[src/inc/scfg_map.vh]
// Register map, field positions, reset values and timing counts of the
// converter's configuration and identification bank.
// Assumes a 100 MHz device clock; included by the bank's design file.
`ifndef SCFG_MAP_VH
`define SCFG_MAP_VH

`define SCFG_ADDR_W 15
`define SCFG_ADDR_IFCFG 15'h0000
`define SCFG_ADDR_PWRCFG 15'h0002
`define SCFG_ADDR_CLASS 15'h0003
`define SCFG_ADDR_FAMILY_LO 15'h0004
`define SCFG_ADDR_FAMILY_HI 15'h0005
`define SCFG_ADDR_MAKER_LO 15'h000c
`define SCFG_ADDR_MAKER_HI 15'h000d
`define SCFG_ADDR_STREAM 15'h0010

`define SCFG_BIT_SOFT_RESET 7
`define SCFG_BIT_ASCEND 5
`define SCFG_BIT_OUT_LINE 4
`define SCFG_BIT_ADDR_FREEZE 0
`define SCFG_MODE_MSB 1
`define SCFG_MODE_LSB 0
`define SCFG_CLASS_MSB 3

`define SCFG_RST_IFCFG 8'h30
`define SCFG_RST_PWRCFG 8'h00
`define SCFG_RST_CLASS_HI 4'h0
`define SCFG_RST_STREAM 8'h00
`define SCFG_MODE_NORMAL 2'h0
`define SCFG_MODE_POWER_DOWN 2'h3

`define SCFG_HDR_BITS 5'h10
`define SCFG_CLK_PERIOD_NS 10
`define SCFG_SOFT_RESET_NS 750
`define SCFG_SOFT_RESET_CYC \
  ((`SCFG_SOFT_RESET_NS + `SCFG_CLK_PERIOD_NS - 1) / `SCFG_CLK_PERIOD_NS)

`endif

[src/scfg_bank.v]
// Configuration and identification registers behind a 4-wire serial port.
// Assumes the serial clock is at most one eighth of clock_i; all serial
// pins are oversampled through two flip-flops on clock_i.
//
// Operation
// - Soft reset bit resets whole device, registers
// - Soft reset bit clears itself afterwards
// - Streaming address descends at 0, ascends at 1
// - Output-line flag reads 1; reads on output
// - No three-wire mode; input never drives
// - Mode field: 0 normal, 3 power-down
// - Read-only four-bit part class, reserved upper
// - Read-only sixteen-bit family code, writes ignored
// - Read-only sixteen-bit maker code
// - Address freeze bit holds streaming address
// - Interface configuration reads 0x30 after reset
// - Reserved bits read-write, reset to zero
`timescale 1ns/1ps
`default_nettype none
`include "scfg_map.vh"

module scfg_bank #(
  parameter [3:0] PART_CLASS = 4'h5,      // Arbitrary value
  parameter [15:0] FAMILY_CODE = 16'h00a5, // Arbitrary value
  parameter [15:0] MAKER_CODE = 16'h0c3e,  // Arbitrary value
  parameter integer RESET_CYC = `SCFG_SOFT_RESET_CYC
) (
  input wire clock_i,          // 100 MHz device clock
  input wire reset_n_i,        // Power-on reset, async, active low
  input wire sclk_i,           // Serial clock pin
  input wire cs_n_i,           // Serial chip select pin, active low
  input wire sdi_i,            // Serial data in pin
  output reg sdo_o,            // Serial data out pin
  output reg chip_reset_o,     // High while a soft reset is in progress
  output reg [1:0] op_mode_o,  // Operating mode field
  output reg power_down_o      // High in power-down mode
);

  // Pin synchronisers: stage one is only read by stage two
  reg [2:0] sclk_reg;
  reg [2:0] csn_reg;
  reg [1:0] sdi_reg;
  always @(posedge clock_i or negedge reset_n_i) begin
    if (!reset_n_i) begin
      sclk_reg <= 3'h0;
      csn_reg <= 3'h7;
      sdi_reg <= 2'h0;
    end else begin
      sclk_reg <= {sclk_reg[1:0], sclk_i};
      csn_reg <= {csn_reg[1:0], cs_n_i};
      sdi_reg <= {sdi_reg[0], sdi_i};
    end
  end

  wire sclk_rise = sclk_reg[1] & ~sclk_reg[2];
  wire sclk_fall = ~sclk_reg[1] & sclk_reg[2];
  wire cs_fall = ~csn_reg[1] & csn_reg[2];
  wire cs_high = csn_reg[1];
  wire sdi_s = sdi_reg[1];

  // Registers
  reg [7:0] ifcfg_reg;
  reg [7:0] pwrcfg_reg;
  reg [3:0] class_hi_reg;
  reg [7:0] stream_reg;

  // Frame state
  reg active_reg;
  reg rd_reg;
  reg [4:0] hdr_cnt_reg;
  reg [2:0] bit_cnt_reg;
  reg [14:0] addr_reg;
  reg [7:0] shift_reg;
  reg [7:0] sdo_sh_reg;
  reg [7:0] rst_cnt_reg;

  wire busy = (rst_cnt_reg != 8'h00);
  wire in_data = (hdr_cnt_reg == `SCFG_HDR_BITS);

  // Read mux, soft reset bit always reads back zero
  reg [7:0] rd_data;
  always @* begin
    rd_data = 8'h00;
    case (addr_reg)
      `SCFG_ADDR_IFCFG: begin
        rd_data = ifcfg_reg;
        rd_data[`SCFG_BIT_SOFT_RESET] = 1'b0;
        rd_data[`SCFG_BIT_OUT_LINE] = 1'b1;
      end
      `SCFG_ADDR_PWRCFG: rd_data = pwrcfg_reg;
      `SCFG_ADDR_CLASS: rd_data = {class_hi_reg, PART_CLASS};
      `SCFG_ADDR_FAMILY_LO: rd_data = FAMILY_CODE[7:0];
      `SCFG_ADDR_FAMILY_HI: rd_data = FAMILY_CODE[15:8];
      `SCFG_ADDR_MAKER_LO: rd_data = MAKER_CODE[7:0];
      `SCFG_ADDR_MAKER_HI: rd_data = MAKER_CODE[15:8];
      `SCFG_ADDR_STREAM: rd_data = stream_reg;
      default: rd_data = 8'h00;
    endcase
  end

  // Next address after each data byte
  reg [14:0] addr_next;
  always @* begin
    if (stream_reg[`SCFG_BIT_ADDR_FREEZE])
      addr_next = addr_reg;
    else if (ifcfg_reg[`SCFG_BIT_ASCEND])
      addr_next = addr_reg + 15'h0001;
    else
      addr_next = addr_reg - 15'h0001;
  end

  wire [7:0] wr_byte = {shift_reg[6:0], sdi_s};
  wire byte_done = active_reg & in_data & sclk_rise & (bit_cnt_reg == 3'h7);
  wire wr_en = byte_done & ~rd_reg;
  wire soft_req = wr_en & (addr_reg == `SCFG_ADDR_IFCFG) &
                  wr_byte[`SCFG_BIT_SOFT_RESET];

  // Register file; soft reset returns every field to its default
  always @(posedge clock_i or negedge reset_n_i) begin
    if (!reset_n_i) begin
      ifcfg_reg <= `SCFG_RST_IFCFG;
      pwrcfg_reg <= `SCFG_RST_PWRCFG;
      class_hi_reg <= `SCFG_RST_CLASS_HI;
      stream_reg <= `SCFG_RST_STREAM;
      rst_cnt_reg <= 8'h00;
    end else if (soft_req) begin
      ifcfg_reg <= `SCFG_RST_IFCFG;
      pwrcfg_reg <= `SCFG_RST_PWRCFG;
      class_hi_reg <= `SCFG_RST_CLASS_HI;
      stream_reg <= `SCFG_RST_STREAM;
      rst_cnt_reg <= RESET_CYC[7:0];
    end else if (busy) begin
      rst_cnt_reg <= rst_cnt_reg - 8'h01;
    end else if (wr_en) begin
      case (addr_reg)
        `SCFG_ADDR_IFCFG: begin
          ifcfg_reg <= {1'b0, wr_byte[6:5], 1'b1, wr_byte[3:0]};
        end
        `SCFG_ADDR_PWRCFG: pwrcfg_reg <= wr_byte;
        `SCFG_ADDR_CLASS: class_hi_reg <= wr_byte[7:4];
        `SCFG_ADDR_STREAM: stream_reg <= wr_byte;
        default: ;
      endcase
    end
  end

  // Serial frame engine: 1 read flag, 15 address bits, then data bytes
  always @(posedge clock_i or negedge reset_n_i) begin
    if (!reset_n_i) begin
      active_reg <= 1'b0;
      rd_reg <= 1'b0;
      hdr_cnt_reg <= 5'h00;
      bit_cnt_reg <= 3'h0;
      addr_reg <= 15'h0000;
      shift_reg <= 8'h00;
      sdo_sh_reg <= 8'h00;
    end else if (busy || soft_req || cs_high) begin
      // A frame running into a soft reset is dropped until cs rises
      active_reg <= 1'b0;
      hdr_cnt_reg <= 5'h00;
      bit_cnt_reg <= 3'h0;
      sdo_sh_reg <= 8'h00;
    end else if (cs_fall) begin
      active_reg <= 1'b1;
      hdr_cnt_reg <= 5'h00;
      bit_cnt_reg <= 3'h0;
    end else if (active_reg) begin
      if (sclk_rise) begin
        shift_reg <= wr_byte;
        if (!in_data) begin
          hdr_cnt_reg <= hdr_cnt_reg + 5'h01;
          if (hdr_cnt_reg == 5'h00)
            rd_reg <= sdi_s;
          else
            addr_reg <= {addr_reg[13:0], sdi_s};
        end else begin
          bit_cnt_reg <= bit_cnt_reg + 3'h1;
          if (bit_cnt_reg == 3'h7)
            addr_reg <= addr_next;
        end
      end
      if (sclk_fall && in_data && rd_reg) begin
        // Load at each byte start so the address step is seen in time
        if (bit_cnt_reg == 3'h0)
          sdo_sh_reg <= rd_data;
        else
          sdo_sh_reg <= {sdo_sh_reg[6:0], 1'b0};
      end
    end
  end

  // Read data only ever leaves on the dedicated output pin
  always @(posedge clock_i or negedge reset_n_i) begin
    if (!reset_n_i) begin
      sdo_o <= 1'b0;
      chip_reset_o <= 1'b0;
      op_mode_o <= `SCFG_MODE_NORMAL;
      power_down_o <= 1'b0;
    end else begin
      sdo_o <= sdo_sh_reg[7];
      chip_reset_o <= soft_req | busy;
      op_mode_o <= pwrcfg_reg[`SCFG_MODE_MSB:`SCFG_MODE_LSB];
      power_down_o <= (pwrcfg_reg[`SCFG_MODE_MSB:`SCFG_MODE_LSB] ==
                       `SCFG_MODE_POWER_DOWN);
    end
  end

endmodule // scfg_bank
`default_nettype wire
[config.mk]
export PLATFORM = sky130hd
export DESIGN_NAME = scfg_bank
export DESIGN_NICKNAME = d
export VERILOG_FILES = /design/src/scfg_bank.v
export VERILOG_INCLUDE_DIRS = /design/src /design/src/inc
export SDC_FILE = /design/constraint.sdc
export NUM_CORES = 1
export LEC_CHECK = 0
export BUFFER_PORTS_ARGS = -buffer_cell sky130_fd_sc_hd__buf_2
export CORE_MARGIN = 4
export CORE_UTILIZATION = 63
export CTS_CLUSTER_SIZE = 25
export DETAILED_ROUTE_END_ITERATION = 10
export HOLD_SLACK_MARGIN = 0.12
export PLACE_DENSITY_LB_ADDON = 0.1
export SLEW_MARGIN = 25
export SYNTH_ARGS = -nofsm -noshare
export SYNTH_HDL_FRONTEND = slang
export SYNTH_SLANG_ARGS = --single-unit
[constraint.sdc]
create_clock -name clock_i -period 4.46 [get_ports clock_i]
set_input_delay 1.115 -clock clock_i [delete_from_list [all_inputs] [get_ports clock_i]]
set_output_delay 1.115 -clock clock_i [all_outputs]
set_load 0.03 [all_outputs]
==> qor.txt <==
Peak Freq: 0.276 GHz
Clock slew at reported path FFs: 0.08 ns
Most common cell after layout, fill and taps aside: dfrtp_1
Synthesized flop and latch total: 87
Diodes inserted: 0
Crit end category: flip-flop
Asr flop ratio synth: 100%
Yosys cell types: 64
Worst slew pin tran: 0.769 ns
Avg Cell Area, Syn: 9.44 um^2
Max-slew headroom: 48.6%
Port buffer count: 9
Crit share post-route: 81.2%
Buffer depth of the longest clock path: 2
Initial Util: 64.7%
Yosys warns: 0
Setup Skew: 0.00878 ns
Finish-stage setup viols: 0
DR pass1 iterations: 5
Vias per std cell: 6.01
Largest register FFs: 15
Worst hold path class: flip-flop to flip-flop
Clk Latency, worst-skew pair: 0.36 ns
# hold bufs at CTS: 0
Max-cap viol count: 0
Placed cell count: 590
Worst vdd ir: 234 uV
Row count: 31
RSZ-0062 raised after global routing: false
Critical path data required time: 4.71 ns
Top_reg_cell synth: dfrtp_1
Die Width: 94.3 um
CTS Buf Count: 9
CTS tree: built
Status: completed
Register area share after synthesis: 46.5%
Number of global-route vias before repair: 3532
Min cycle time layout: 3.62 ns
Commonest non-fill, non-tap cells in the layout: 83 x dfrtp_1, 72 x nand2_1, 51 x nor2_1
1st-iter DRT viols: 322
P&R area growth vs syn: 6.80%
Nets: 528
Hold Violations, Final: 0
Placer's final routability congestion estimate: 0.873
Residual DRC count: 0
Fin cells: 606
Core footprint: 7250 um^2
CP Max Fanout: 15
Setup_tns: 0 ns
H-tree levels: 3
Slew Viols, Final: 0
TritonCTS Sinks: 87
Io pins: 10
Setup repair bufs after CTS: 0
Number of flops mapped to enable cells by yosys: 0
Net Count, Synth: 523
All-Layer GR Usage: 24.5%
Synth Instances: 497
Startpoint types: flip-flop
GRT Residual Overflow: 0
Root buf cell: clkbuf_8
Initial antenna violation count: 0
Avg WL per Cell: 16.2 um
Chip height: 94.3 um
First-pass GRT wire length: 17.0 mm
Pin count of the biggest net entering global routing: 78
Share of cells above drive strength 1: 12.0%
Via count: 3643
Leakage: 2.25 nW
Worst Path Class, Setup: flip-flop to flip-flop
Total die area: 8890 um^2
Synthesized area: 4690 um^2
Post_cts resized: 0
Critical Path AT: 3.87 ns
Pwr dens: 289 nW/um^2
Drt total wl: 9.80 mm
Final HPWL DP: 6.88 mm
Routed Antenna Nets: 0
[metal layers]
layer  GRT usage (%)  wire [um]
met1            33.7       4520
met2            38.8       4710
met3            4.89        381
met4            8.54        181
met5               0          0
[power breakdown]
group | internal [mW] | switching (mW)
logic | 0.0256 | 0.0464
clock network | 0.277 | 0.288
registers | 0.801 | 0.0111
total | 1.10 | 0.345
[cell usage after synthesis, types with 5 or more instances]
master    number  area share [%]
nor4_1         5            0.67
ha_1          20             5.3
clkbuf_1       9            0.72
o31ai_1        6            0.96
xor2_1         9             1.7
a22oi_1        9             1.4
a21oi_1       28             3.0
o21ai_0       43             4.6
nand3_1       10             1.1
nor2b_1        8             1.1
nor3_1         9            0.96
dfrtp_1       83              44
nor2_1        51             4.1
mux2_2         9             2.2
xnor2_1       11             2.1
mux2i_1        5             1.1
buf_2          8            0.85
nand2_1       72             5.8
inv_1         13             1.0
o21ai_1       12             1.3
[kinds of logic (layout without fill, tap and decap cells)]
family                     after synthesis  in the layout  synth area share, %
and+or+nand+nor                        192            192                 20.7
AOI/OAI and AO/OA                      128            128                 16.6
DFF                                     87             87                 46.5
buffers and inverters                   35             45                 3.44
adders and majority gates               21             21                 5.76
xor gates and xnor gates                20             20                 3.74
muxes                                   14             14                 3.23
[path summary, 6_finish.rpt]
path	from	endpoint	slack, ns	depth (start not counted)
setup / recovery	ifcfg_reg[5]	addr_reg[14]	0.84	9
hold / removal	sdi_reg[0]	sdi_reg[1]	0.35	0
setup reg to reg	ifcfg_reg[5]	addr_reg[14]	0.84	9
hold reg to reg	sdi_reg[0]	sdi_reg[1]	0.35	0
max in group asynchronous	reset_n_i	ifcfg_reg[5]	2.98	2
min in group asynchronous	reset_n_i	addr_reg[8]	0.76	1
[through the flow]
stage                     hold slack, ns  utilization, %  worst slack, ns  total power, mW  instance area, um^2
after floorplan                    0.331               -             1.36            0.867                 4690
after global placement             0.339            66.2             1.06            0.897                 4800
after detailed placement           0.337            66.2            0.892            0.900                 4800
after CTS                          0.358            69.0            0.847             1.47                 5000
after global routing               0.362            69.1            0.501             1.51                 5010
final                              0.355            69.1            0.837             1.45                 5010
[worst max-delay path, stage by stage (launching register included)]
cell and delay, ns:
dfstp_2 0.58, inv_1 0.27, fa_1 0.57, a211oi_1 0.32, o21ai_0 0.17, a2111oi_0 0.67
o31ai_1 0.23, and3_1 0.23, a21oi_1 0.13, mux2_2 0.34
[final cells by class]
type / count / area (um^2)
clock inverter: 6 / 66.3
tap: 99 / 124
timing repair buffer: 16 / 104
multi-input combinational: 375 / 2350
fill: 574 / 2240
sequential: 87 / 2180
clock buffer: 10 / 138
inverter: 13 / 48.8
(Power assumes the default switching activity.)
